<file path="src/acrr_consts.svh">
// Summary of operation
// - Converter runs only while enable set; cleared
// - Rate bit zero continuous, one one-shot
// - Resolution field selects eleven to eight bits
// - Averaging bit selects single or running average of input current; battery current is never averaged
// - Seed selects existing result or fresh conversion
// - External input channel skipped when bit set
// - Channel-disable bits exclude each listed channel
// - Input current reported signed in bits 15:1
// - Input current clamped 7830h..7D0h, resets zero
`ifndef ACRR_CONSTS_SVH
`define ACRR_CONSTS_SVH
// =====================================================
// Register offsets
`define ACRR_OFF_CONFIG 8'h2b
`define ACRR_OFF_CHOFF 8'h2c
`define ACRR_OFF_IIN_LO 8'h2d
`define ACRR_OFF_IIN_HI 8'h2e
`define ACRR_OFF_IBAT_LO 8'h2f
`define ACRR_OFF_IBAT_HI 8'h30
// =====================================================
// Field positions and reset values
`define ACRR_BIT_EN 7
`define ACRR_BIT_RATE 6
`define ACRR_BIT_AVG 3
`define ACRR_BIT_SEED 2
`define ACRR_BIT_EXT 0
`define ACRR_CONFIG_RESET 8'h30
`define ACRR_CONFIG_WMASK 8'hfd
`define ACRR_CHOFF_RESET 8'h00
// =====================================================
// Input current clamp limits, 15-bit two's complement
`define ACRR_IIN_MIN 15'h7830
`define ACRR_IIN_MAX 15'h07d0
// Conversion time per channel in cycles at resolution 11 bits
`define ACRR_CONV_BASE 8'h0_80
`define ACRR_NUM_CH 4'h9
`endif

</file>
<file path="src/acrr_pkg.sv">
package acrr_pkg;
	// Sequencer states
	typedef enum logic [1:0] {ACRR_IDLE, ACRR_CONV, ACRR_DONE} acrr_state_e;
	// Host register write strobe with data
	typedef struct packed {
		logic wr;
		logic [7:0] addr;
		logic [7:0] data;
	} acrr_wr_s;
	// Result sample from the analog core
	typedef struct packed {
		logic valid;
		logic [3:0] ch;
		logic [15:0] code;
	} acrr_sample_s;
endpackage

</file>
<file path="src/acrr_top.sv">
`timescale 1ns/1ps
`default_nettype none
`include "acrr_consts.svh"
module acrr_top
(
	// Clock and reset
	input wire logic clk_in,
	input wire logic reset_n_in,
	// Resets from the rest of the charger
	input wire logic reg_defaults_reset_in,
	input wire logic host_timeout_in,
	// Register access from the serial interface logic
	input wire acrr_pkg::acrr_wr_s wr_in,
	input wire logic [7:0] rd_addr_in,
	output logic [7:0] rd_data_out,
	// One-shot request from software
	input wire logic oneshot_req_in,
	// Raw sample from the analog core
	input wire acrr_pkg::acrr_sample_s sample_in,
	// Converter controls
	output logic conv_run_out,
	output logic [3:0] conv_ch_out,
	output logic [1:0] resolution_sel_out,
	output logic [7:0] input_current_reading_lo_out
);
	// =====================================================
	// State
	// All state takes its reset value on the synchronous reset; the defaults reset and
	// the host timeout act through the next values, so every register
	// keeps a single driver.
	// Results are read-only to the host and change only on a sample.
	logic [7:0] adc_config, next_adc_config; // Control register
	logic [7:0] adc_channel_off_mask, next_adc_channel_off_mask; // Channel disables
	logic [14:0] input_current_result, next_input_current_result; // Signed result
	logic [12:0] battery_current_result, next_battery_current_result; // Signed result
	logic seeded, next_seeded; // Average has a start value
	acrr_pkg::acrr_state_e state, next_state; // Sequencer
	logic [3:0] ch, next_ch; // Channel being converted
	logic [7:0] rd_data, next_rd_data; // Read data
	logic run, next_run; // Converter running

	// Clamp a 15-bit signed code into the reportable range
	// Codes past either limit would otherwise read back as a wrapped
	// value of the wrong sign.
	function automatic logic [14:0] clamp_iin(input logic [14:0] v);
		if ($signed(v) < $signed(`ACRR_IIN_MIN))
			clamp_iin = `ACRR_IIN_MIN;
		else if ($signed(v) > $signed(`ACRR_IIN_MAX))
			clamp_iin = `ACRR_IIN_MAX;
		else
			clamp_iin = v;
	endfunction

	// Channel off test: 0..7 from the mask (bit 7 first), 8 external
	// Channel numbers follow the sweep order, so mask bit 7 is the
	// first channel and the external input comes last.
	function automatic logic ch_off(input logic [3:0] c, input logic [7:0] m, input logic e);
		if (c == 4'h8)
			ch_off = e;
		else
			ch_off = m[3'(4'h7 - c)];
	endfunction

	// =====================================================
	// Next-state logic for registers, sequencer and results
	// Later assignments in this process override earlier ones, which
	// gives the resets priority over host writes and the sequencer.
	always_comb
	begin
		logic [14:0] raw;
		// Clamped input current code from the reading's field
		raw = clamp_iin(sample_in.code[15:1]);
		next_adc_config = adc_config;
		next_adc_channel_off_mask = adc_channel_off_mask;
		next_input_current_result = input_current_result;
		next_battery_current_result = battery_current_result;
		next_seeded = seeded;
		next_state = state;
		next_ch = ch;
		next_run = 1'b0;
		// Host writes, reserved bit 1 kept zero
		// A config write restarts the averaging seed choice.
		if (wr_in.wr && wr_in.addr == `ACRR_OFF_CONFIG)
		begin
			next_adc_config = wr_in.data & `ACRR_CONFIG_WMASK;
			next_seeded = 1'b0;
		end
		else if (wr_in.wr && wr_in.addr == `ACRR_OFF_CHOFF)
		begin
			next_adc_channel_off_mask = wr_in.data;
		end
		// Sequencer
		// A sweep visits channels 0 to 8 in turn; a disabled channel costs
		// one cycle, an enabled one waits for its sample from the core.
		// A sample for any other channel is ignored.
		case (state)
			acrr_pkg::ACRR_IDLE:
			begin
				// Continuous starts at once, one-shot waits for a request
				if (adc_config[`ACRR_BIT_EN] &&
					(!adc_config[`ACRR_BIT_RATE] || oneshot_req_in))
				begin
					next_state = acrr_pkg::ACRR_CONV;
					next_ch = 4'h0;
				end
			end
			acrr_pkg::ACRR_CONV:
			begin
				next_run = !ch_off(ch, adc_channel_off_mask, adc_config[`ACRR_BIT_EXT]);
				// Skipped channel or finished sample moves on
				// Only the two current channels have result registers here.
				if (!next_run || (sample_in.valid && sample_in.ch == ch))
				begin
					if (next_run && ch == 4'h0)
					begin
						// Running average or single value
						// The sum is one bit wider, so it cannot overflow.
						if (adc_config[`ACRR_BIT_AVG] && (seeded || !adc_config[`ACRR_BIT_SEED]))
							next_input_current_result = 15'(($signed({input_current_result[14], input_current_result}) + $signed({raw[14], raw})) >>> 1);
						else
							next_input_current_result = raw;
						next_seeded = 1'b1;
					end
					else if (next_run && ch == 4'h1)
						next_battery_current_result = sample_in.code[15:3];
					next_run = 1'b0;
					if (ch == `ACRR_NUM_CH - 4'h1)
						next_state = adc_config[`ACRR_BIT_RATE] ? acrr_pkg::ACRR_DONE : acrr_pkg::ACRR_IDLE;
					else
						next_ch = ch + 4'h1;
				end
			end
			default:
			begin
				// One-shot sweep over: wait in idle for the next request
				// Enable stays set, so a new request needs no rewrite.
				next_state = acrr_pkg::ACRR_IDLE;
			end
		endcase
		// Clearing enable abandons a sweep at once
		if (!adc_config[`ACRR_BIT_EN])
		begin
			next_state = acrr_pkg::ACRR_IDLE;
			next_run = 1'b0;
		end
		// Defaults reset and host timeout
		// The defaults reset wins over a host write in the same cycle;
		// the timeout clears only the enable bit.
		if (reg_defaults_reset_in)
		begin
			next_adc_config = `ACRR_CONFIG_RESET;
			next_adc_channel_off_mask = `ACRR_CHOFF_RESET;
			next_state = acrr_pkg::ACRR_IDLE;
			next_run = 1'b0;
		end
		else if (host_timeout_in)
		begin
			next_adc_config[`ACRR_BIT_EN] = 1'b0;
			next_state = acrr_pkg::ACRR_IDLE;
			next_run = 1'b0;
		end
		// Read mux
		// Read data is registered and answers one cycle after the address.
		// Reserved low bits read as zero; unmapped addresses read 0x00.
		if (rd_addr_in == `ACRR_OFF_CONFIG)
			next_rd_data = adc_config;
		else if (rd_addr_in == `ACRR_OFF_CHOFF)
			next_rd_data = adc_channel_off_mask;
		else if (rd_addr_in == `ACRR_OFF_IIN_LO)
			next_rd_data = {input_current_result[6:0], 1'b0};
		else if (rd_addr_in == `ACRR_OFF_IIN_HI)
			next_rd_data = input_current_result[14:7];
		else if (rd_addr_in == `ACRR_OFF_IBAT_LO)
			next_rd_data = {battery_current_result[4:0], 3'b000};
		else if (rd_addr_in == `ACRR_OFF_IBAT_HI)
			next_rd_data = battery_current_result[12:5];
		else
			next_rd_data = 8'h00;
	end

	// =====================================================
	// Registers
	// Plain registers only; every next value comes from the process above.
	always_ff @(posedge clk_in)
	begin
		if (!reset_n_in)
		begin
			// Power-on values, results read zero
			adc_config <= `ACRR_CONFIG_RESET;
			adc_channel_off_mask <= `ACRR_CHOFF_RESET;
			input_current_result <= 15'h0000;
			battery_current_result <= 13'h0000;
			seeded <= 1'b0;
			state <= acrr_pkg::ACRR_IDLE;
			ch <= 4'h0;
			rd_data <= 8'h00;
			run <= 1'b0;
		end
		else
		begin
			// Take the next values
			adc_config <= next_adc_config;
			adc_channel_off_mask <= next_adc_channel_off_mask;
			input_current_result <= next_input_current_result;
			battery_current_result <= next_battery_current_result;
			seeded <= next_seeded;
			state <= next_state;
			ch <= next_ch;
			rd_data <= next_rd_data;
			run <= next_run;
		end
	end

	// =====================================================
	// Outputs
	// Each output is a register bit or a constant zero bit, so nothing
	// combinational reaches a pin.
	// The low byte of the input current reading is mirrored for the core.
	assign rd_data_out = rd_data;
	assign conv_run_out = run;
	assign conv_ch_out = ch;
	assign resolution_sel_out = adc_config[5:4];
	assign input_current_reading_lo_out = {input_current_result[6:0], 1'b0};
endmodule
`default_nettype wire

</file>
<file path="config.mk">
export PLATFORM = sky130hd
export DESIGN_NAME = acrr_top
export DESIGN_NICKNAME = d
export VERILOG_FILES = /design/src/acrr_pkg.sv /design/src/acrr_top.sv
export VERILOG_INCLUDE_DIRS = /design/src
export SDC_FILE = /design/constraint.sdc
export NUM_CORES = 1
export LEC_CHECK = 0
export BUFFER_PORTS_ARGS = -buffer_cell sky130_fd_sc_hd__buf_2
export CORE_ASPECT_RATIO = 1.2
export CORE_MARGIN = 4
export CORE_UTILIZATION = 56
export CTS_BUF_LIST = sky130_fd_sc_hd__clkbuf_16
export DETAILED_ROUTE_END_ITERATION = 6
export MAX_ROUTING_LAYER = met4
export PLACE_DENSITY = 0.78
export SYNTH_ARGS = -nofsm -noshare
export SYNTH_HDL_FRONTEND = slang
export SYNTH_SLANG_ARGS = --single-unit
</file>
<file path="constraint.sdc">
create_clock -name clk_in -period 4.3 [get_ports clk_in]
set_input_delay 0.43 -clock clk_in [delete_from_list [all_inputs] [get_ports clk_in]]
set_output_delay 0.43 -clock clk_in [all_outputs]
set_load 0.05 [all_outputs]
</file>
==> reports/metrics.cfg, run 1 <==
[critical_path]
critPathMostFrequentCell=o21ai_0
critPathKind=in2reg
worstSetupEndpointType=flip-flop
reg2reg_slack_ns=1.30
path_buf_inv=2
r2r-end=battery_current_result[2]
path_max_fanout=9
crit_slowest_cell=o41ai_1
regToRegStartpoint=conv_ch_out[0]
reg2reg_depth=7
cp.required_ns=4.51
cp_data_arrival_time_ns=3.75
critical-path-top-delay-family=compound AO/OA/AOI/OAI gates
worstPathCellList=buf_2 -> o41ai_1 -> a2111o_1 -> o211a_1 -> and2_1 -> ha_1 -> nor2b_1 -> o311ai_0 -> buf_4 -> a211oi_1 -> o21ai_0 -> o21ai_0 -> xnor2_1 -> o21ai_1
critical-path-max-stage-delay_ns=0.47
startpoint_type=primary input

[cts]
ctsResizeCount=0
clk_pin_slew_ns=0.05
worstSkewPairLatency_ns=0.33
cts_htree_levels=3
numClockSinks=59
clockRootBuffer=clkbuf_16
post_cts_buffers=0
cts_buffer_depth=2
cts_tree=built
hold_buffers=0
cts_buffers=9

[power]
ir_worst_vdd_mv=0.226
p_leak_nw=1.87
power.density_mw_per_mm2=332

[detailed_routing]
ant_nets=0
drcViolationCount=0
vias=3588
drt-pass1-iter-count=4
drtIter0Drc=208
vias_per_cell=6.07
wl_per_cell_um=16.6
drt-total-wl_um=9810

[global_route]
gr-total-overflow=0
grt_pass1_wl_um=15600
grt_pass1_vias=3345
antenna_found_initial=0
grt_max_degree=35
grt_usage_pct=25.4

[floorplanning]
dieWidth_um=82.7
rows=32
fp.coreArea_mm2=0.00649
ios=74
initial_core_util_pct=57.9
die_y_um=97.7
die_area_mm2=0.00808

[logic_synthesis]
async_reset_ff_share_pct=0
synthTopCellsByArea=dfxtp_1 31%, mux2i_1 8.8%, nor2_1 5.7%
synthCells=450
syn-num-nets=519
synth_top_cell_by_area=dfxtp_1
avgSynthCellArea_um2=8.34
ys_warn_count=0
syn_area_mm2=0.00375
yosysTopAreaCellShare_pct=31.5
synth_edf_count=0
ys_ff_latch=59
synth_seq_area_share_pct=31.5
yosys_most_used_dff=dfxtp_1
synth_cell_types=60

[timing]
timing.final.max_slew_violations=0
finClkSkew_ns=0.00710
finalSetupViolations=0
fin_setup_tns_ns=0
tightest_slew_ns=1.04
finalCritPeriodShare_pct=82.4
hold_viol_final=0
rsz0062_at_grt=false
fmax_mhz=282
fin_hold_ws_ns=0.307
final.min_clock_period_ns=3.54
maxSlewHeadroom_pct=30.0

[cells_and_area]
fill_cells=531
final_nets=570
most-common-layout-cells=71 x buf_2, 59 x dfxtp_1, 57 x nor2_1
mostFrequentLayoutCell=buf_2
syn_to_final_growth_pct=17.0
antennaDiodeCount=0
drive_above_1_share_pct=20.4
final_cells=591
fin_util_pct=67.7
fin_area_mm2=0.00439

[worst_hold_path]
min_path_type=in2reg
min_to=adc_config[7]
hold_depth=2
hp-start=host_timeout_in

[placed_design]
dp_hpwl_um=7470
portBuffers=71
placed_cell_area_mm2=0.00406
place_inst=575
place_congestion=0.915

[run]
max-cap-violations=0

[run_status]
status=completed

-- through the flow --
stage / setup slack [ns] / power, mW
2_1_floorplan: 0.996 / 0.625
3_3_place_gp: 0.516 / 0.666
3_5_place_dp: 0.512 / 0.668
4_1_cts: 0.815 / 1.46
5_1_grt: 0.551 / 1.50
6_report: 0.759 / 1.46
-- report_power, final --
part           switching [mW]  leakage [nW]  internal, mW  total (mW)
clock                   0.239         0.162         0.558       0.797
sequential          0.0000708         0.475         0.548       0.548
combinational          0.0668          1.23        0.0446       0.111
total                   0.306          1.87          1.15        1.46
-- worst max-delay path by stage --
stage,start,endpoint,depth (start not counted)
2_1_floorplan,sample_in[15],input_current_result[13],12
3_3_place_gp,sample_in[3],input_current_result[10],13
3_5_place_dp,sample_in[3],input_current_result[10],13
4_1_cts,sample_in[3],input_current_result[10],13
5_1_grt,sample_in[3],input_current_result[14],13
6_report,sample_in[3],input_current_result[13],14
-- worst reg2reg max path, stage by stage (launching register included) --
cell and delay, ns:
dfxtp_1 0.59, mux4_2 0.58, mux2i_1 0.16, o21ai_1 0.16, nor4_1 0.27, and3_1 0.74
mux2i_1 0.29, nor2_1 0.07
-- synthesized netlist by cell type (all sizes together), types with 3 or more instances --
cell type,n
and3,4
and4,4
a211oi,8
o21a,6
a31oi,6
xnor2,9
nor2,57
nor2b,5
buf,17
nor3,11
clkbuf,18
xor2,3
or3,4
a21o,3
nor4b,3
inv,16
nand2b,8
mux4,6
a22oi,8
a21oi,29
dfxtp,59
o21ai,22
o31ai,3
ha,17
nand2,36
nor4,3
a311oi,7
and2,4
mux2i,33
nand3,13
-- cell type report --
class | instances | area, µm² | share of cell area [%]
multi-input cells | 339 | 2320 | 52.9
flip-flops and latches | 59 | 1180 | 26.9
repair buffers | 75 | 385 | 8.78
clock buffers | 9 | 225 | 5.13
clock inverters | 7 | 106 | 2.42
well taps | 85 | 106 | 2.42
inverters | 17 | 63.8 | 1.45
-- flip-flops by register name (all words and copies together), names as in the netlist --
name / flops
adc_channel_off_mask: 8
adc_config: 7
battery_current_result: 13
conv_ch_out: 4
conv_run_out: 1
input_current_result: 15
rd_data_out: 8
seeded: 1
state: 2
-- per-layer routing --
metal	vias up	wire, µm	part of all wire (%)	global-route usage (%)
met1	1721	4010	41	28.9
met4	0	308	3.1	10.9
li1	1729	-	-	-
met3	28	447	4.6	3.62
met5	-	0	0	-
met2	110	5040	51	43.3
-- kinds of logic after synthesis --
group	after synthesis	synth area share, %
AOI/OAI and AO/OA	105	18.4
and+or+nand+nor	164	21.9
xor gates and xnor gates	12	2.80
buffers and inverters	52	6.67
muxes	39	12.4
DFF	59	31.5
adders and majority gates	18	6.20
other	1	0.0999
Power figures use the tool's default switching activity.
==> inputs of run 2 (changes only) <==
clock period = 3.7 ns   (was 4.3 ns; I/O delays follow)
==> run 2 against run 1 <==
Sequential power up 16%. Total power up 8.4%. Worst hold slack worse by 0.074 ns. Critical endpoint is now input_current_result[14]. Non-clock buffer count up 13. Utilization up 0.79 points.
==> reports/metrics.cfg, run 2 (synthesis results as in run 1) <==
[run_status]
status=completed

[detailed_routing]
drcViolationCount=0
drt-total-wl_um=10300
drt-pass1-iter-count=4
wl_per_cell_um=17.0
drtIter0Drc=160
ant_nets=0
vias=3661
vias_per_cell=6.06

[placed_design]
placed_cell_area_mm2=0.00416
dp_hpwl_um=7870
portBuffers=71
place_congestion=0.937
place_inst=588

[cells_and_area]
antennaDiodeCount=0
syn_to_final_growth_pct=18.3
largest_registers=input_current_result (15), battery_current_result (13)
largest_register_ffs=15
final_nets=583
mostFrequentLayoutCell=buf_2
regMostFlops=input_current_result
final_cells=604
drive_above_1_share_pct=22.5
fin_util_pct=68.5
most-common-layout-cells=71 x buf_2, 59 x dfxtp_1, 57 x nor2_1
fin_area_mm2=0.00444

[critical_path]
critPathKind=in2reg
cp.required_ns=3.95
cp_data_arrival_time_ns=3.58
startpoint_type=primary input
path_max_fanout=5
worstSetupEndpointType=flip-flop

[cts]
cts_buffers=9
clk_pin_slew_ns=0.05
ctsResizeCount=0
cts_buffer_depth=2
numClockSinks=59
cts_tree=built
clockRootBuffer=clkbuf_16
worstSkewPairLatency_ns=0.33
hold_buffers=0
post_cts_buffers=0
cts_htree_levels=3

[timing]
fin_hold_ws_ns=0.234
final.min_clock_period_ns=3.33
maxSlewHeadroom_pct=58.3
tightest_slew_ns=0.622
finClkSkew_ns=0.00454
hold_viol_final=0
rsz0062_at_grt=false
finalCritPeriodShare_pct=90.1
fmax_mhz=300
fin_setup_tns_ns=0
timing.final.max_slew_violations=0
finalSetupViolations=0

[floorplanning]
die_area_mm2=0.00808
rows=32
die_y_um=97.7
ios=74
initial_core_util_pct=57.9
dieWidth_um=82.7
fp.coreArea_mm2=0.00649

[run]
max-cap-violations=0

[worst_hold_path]
min_path_type=in2reg

[power]
ir_worst_vdd_mv=0.312
p_leak_nw=1.91
power.density_mw_per_mm2=355

[global_route]
grt_pass1_wl_um=17000
grt_pass1_vias=3615
grt_usage_pct=27.7
grt_max_degree=26
gr-total-overflow=0
antenna_found_initial=0

run 2: layout make-up:
type | instances | area (µm²)
fill | 531 | 2050
timing repair buffer | 88 | 483
clock inverter | 7 | 60.1
sequential | 59 | 1180
clock buffer | 9 | 225
multi-input combinational | 339 | 2320
inverter | 17 | 63.8
tap | 85 | 106
run 2: final timing paths:
| path | from | to | slack (ns) | depth (start not counted) |
|---|---|---|---|---|
| worst max-delay path | sample_in[3] | input_current_result[14] | 0.37 | 14 |
| worst min-delay path | host_timeout_in | adc_config[7] | 0.23 | 2 |
| worst max register to register | conv_ch_out[0] | input_current_result[13] | 1.07 | 8 |
| worst min register to register | battery_current_result[8] | rd_data_out[3] | 0.48 | 2 |
run 2: stage by stage:
| step | total power [mW] | worst slack [ns] |
|---|---|---|
| after floorplan | 0.727 | 0.456 |
| final | 1.58 | 0.366 |
| after detailed placement | 0.786 | 0.0995 |
| after global routing | 1.63 | 0.0748 |
| after CTS | 1.58 | 0.427 |
| after global placement | 0.784 | 0.174 |
run 2: power by group:
part	internal [mW]	switching, mW
logic	0.0588	0.0804
clock network	0.512	0.291
registers	0.636	0.0000803
run 2: per-layer routing:
metal	vias to the layer above	global-route usage (%)	wire (µm)
li1	1746	-	-
met3	35	4.55	695
met4	0	12.8	393
met1	1729	31.3	3980
met2	151	46.6	5210
met5	-	-	0
run 2: critical path, stage by stage:
cell and delay, ns:
buf_2 0.11, o41ai_1 0.35, buf_4 0.18, a2111o_1 0.16, o21ai_0 0.11, o21ai_0 0.35
ha_1 0.36, nand4_1 0.17, o221ai_1 0.17, o31ai_1 0.30, a21oi_1 0.19, o311ai_0 0.45
a211oi_1 0.15, nor3_1 0.16
==> inputs of run 3 (changes only) <==
CORE_MARGIN = 8   (was 4)
SKIP_CTS_REPAIR_TIMING = 1   (was default)
==> run 3 against run 2 <==
Setup slack got worse by 0.0047 ns. Critical path depth is the same. Largest cell class unchanged. First-iteration DRC count up 15%. Highest routed layer unchanged. Count of clock-buffer cells in the layout unchanged. Total power increased by 8.5%. Utilization up 2.4 points. Via count rose by 0.25%. Clock skew shrank 0.00097 ns.
==> reports/metrics.cfg, run 3 (synthesis results as in run 1) <==
[critical_path]
critical-path-top-delay-family=compound AO/OA/AOI/OAI gates
startpoint_type=primary input
r2r-end=battery_current_result[0]
cp_data_arrival_time_ns=3.54
reg2reg_slack_ns=1.13
worstSetupEndpointType=flip-flop
path_buf_inv=2
crit_start=sample_in[3]
worstPathCellList=buf_2 -> o41ai_1 -> buf_4 -> a2111o_1 -> o211a_1 -> nand2b_1 -> ha_1 -> a211oi_1 -> o221ai_1 -> o31ai_1 -> nand2_1 -> a311o_1 -> a221oi_1 -> nor3_1
critPathKind=in2reg
critical-path-max-stage-delay_ns=0.37
reg2reg_depth=8
worstSetupEndpoint=input_current_result[10]
path_max_fanout=8
regToRegStartpoint=conv_ch_out[0]
crit_slowest_cell=a311o_1
crit_cells=14
cp.required_ns=3.90

[cts]
cts_tree=built
numClockSinks=59
cts_buffer_depth=2
cts_buffers=9
clockRootBuffer=clkbuf_16
clk_pin_slew_ns=0.05
cts_htree_levels=3
worstSkewPairLatency_ns=0.32

[global_route]
antenna_found_initial=0
grt_pass1_wl_um=18100
grt_pass1_vias=3815
grt_usage_pct=23.6
gr-total-overflow=0
grt_max_degree=27

[timing]
finalCritPeriodShare_pct=90.2
finClkSkew_ns=0.00358
rsz0062_at_grt=false
finalSetupViolations=0
fin_hold_ws_ns=0.222
timing.final.max_slew_violations=0
hold_viol_final=0
final.min_clock_period_ns=3.34
tightest_slew_ns=0.615
fmax_mhz=300
maxSlewHeadroom_pct=59.0
fin_setup_tns_ns=0

[cells_and_area]
largest_registers=input_current_result (15), battery_current_result (13)
drive_above_1_share_pct=24.0
regMostFlops=input_current_result
final_nets=594
syn_to_final_growth_pct=21.8
most-common-layout-cells=71 x buf_2, 59 x dfxtp_1, 57 x nor2_1
fill_cells=506
antennaDiodeCount=0
largest_register_ffs=15
mostFrequentLayoutCell=buf_2

[power]
power.density_mw_per_mm2=375
ir_worst_vdd_mv=0.256
p_leak_nw=1.99

[detailed_routing]
vias_per_cell=5.97
drcViolationCount=0
drt-total-wl_um=10900
drtIter0Drc=184
ant_nets=0
wl_per_cell_um=17.7
drt-pass1-iter-count=5
vias=3670

[floorplanning]
die_area_mm2=0.00959
dieWidth_um=90.7
ios=74
rows=32
fp.coreArea_mm2=0.00645
die_y_um=106
initial_core_util_pct=58.2

[run_status]
status=completed

[placed_design]
dp_hpwl_um=8140
place_congestion=0.877
portBuffers=71

[worst_hold_path]
min_path_type=in2reg

[run]
max-cap-violations=0

==> run 3: worst min-delay path by stage <==
stage,start,to,slack (ns),cells past startpoint
4_1_cts,host_timeout_in,adc_config[7],0.22,2
5_1_grt,host_timeout_in,adc_config[7],0.24,2
2_1_floorplan,battery_current_result[8],rd_data_out[3],0.43,2
6_report,host_timeout_in,adc_config[7],0.22,2
3_5_place_dp,battery_current_result[8],rd_data_out[3],0.45,2
3_3_place_gp,battery_current_result[8],rd_data_out[3],0.45,2
==> run 3: routing by layer <==
metal | part of all wire [%] | global-route usage, % | wire length (µm) | vias up
met5 | 0 | - | 0 | -
met1 | 39 | 24.0 | 4300 | 1723
met2 | 51 | 41.7 | 5590 | 141
li1 | - | - | - | 1773
met3 | 5.4 | 3.90 | 591 | 33
met4 | 3.9 | 14.1 | 430 | 0
==> run 3: final cells by class <==
cell class | instances | area, µm² | share of cell area (%)
clock buffer | 9 | 225 | 4.93
clock inverter | 7 | 106 | 2.33
inverter | 17 | 63.8 | 1.40
multi-input combinational | 339 | 2320 | 50.8
sequential | 59 | 1180 | 25.8
tap | 85 | 106 | 2.33
timing repair buffer | 99 | 566 | 12.4
==> run 3: power breakdown <==
group | internal, mW | switching, mW | leakage (nW)
clock network | 0.648 | 0.277 | 0.162
logic | 0.0647 | 0.0846 | 1.35
registers | 0.636 | 0.0000900 | 0.475
==> run 3: stage by stage <==
| stage | utilization (%) | instances | instance area, µm² | worst slack, ns | power (mW) |
|---|---|---|---|---|---|
| global placement | 65.7 | 599 | 4240 | 0.0606 | 0.791 |
| CTS | 70.9 | 615 | 4570 | 0.392 | 1.71 |
| floorplan | - | 450 | 3750 | 0.456 | 0.727 |
| finish | 70.9 | 615 | 4570 | 0.362 | 1.71 |
| global route | 70.9 | 615 | 4570 | 0.0371 | 1.75 |
| detailed placement | 65.7 | 599 | 4240 | 0.0678 | 0.795 |
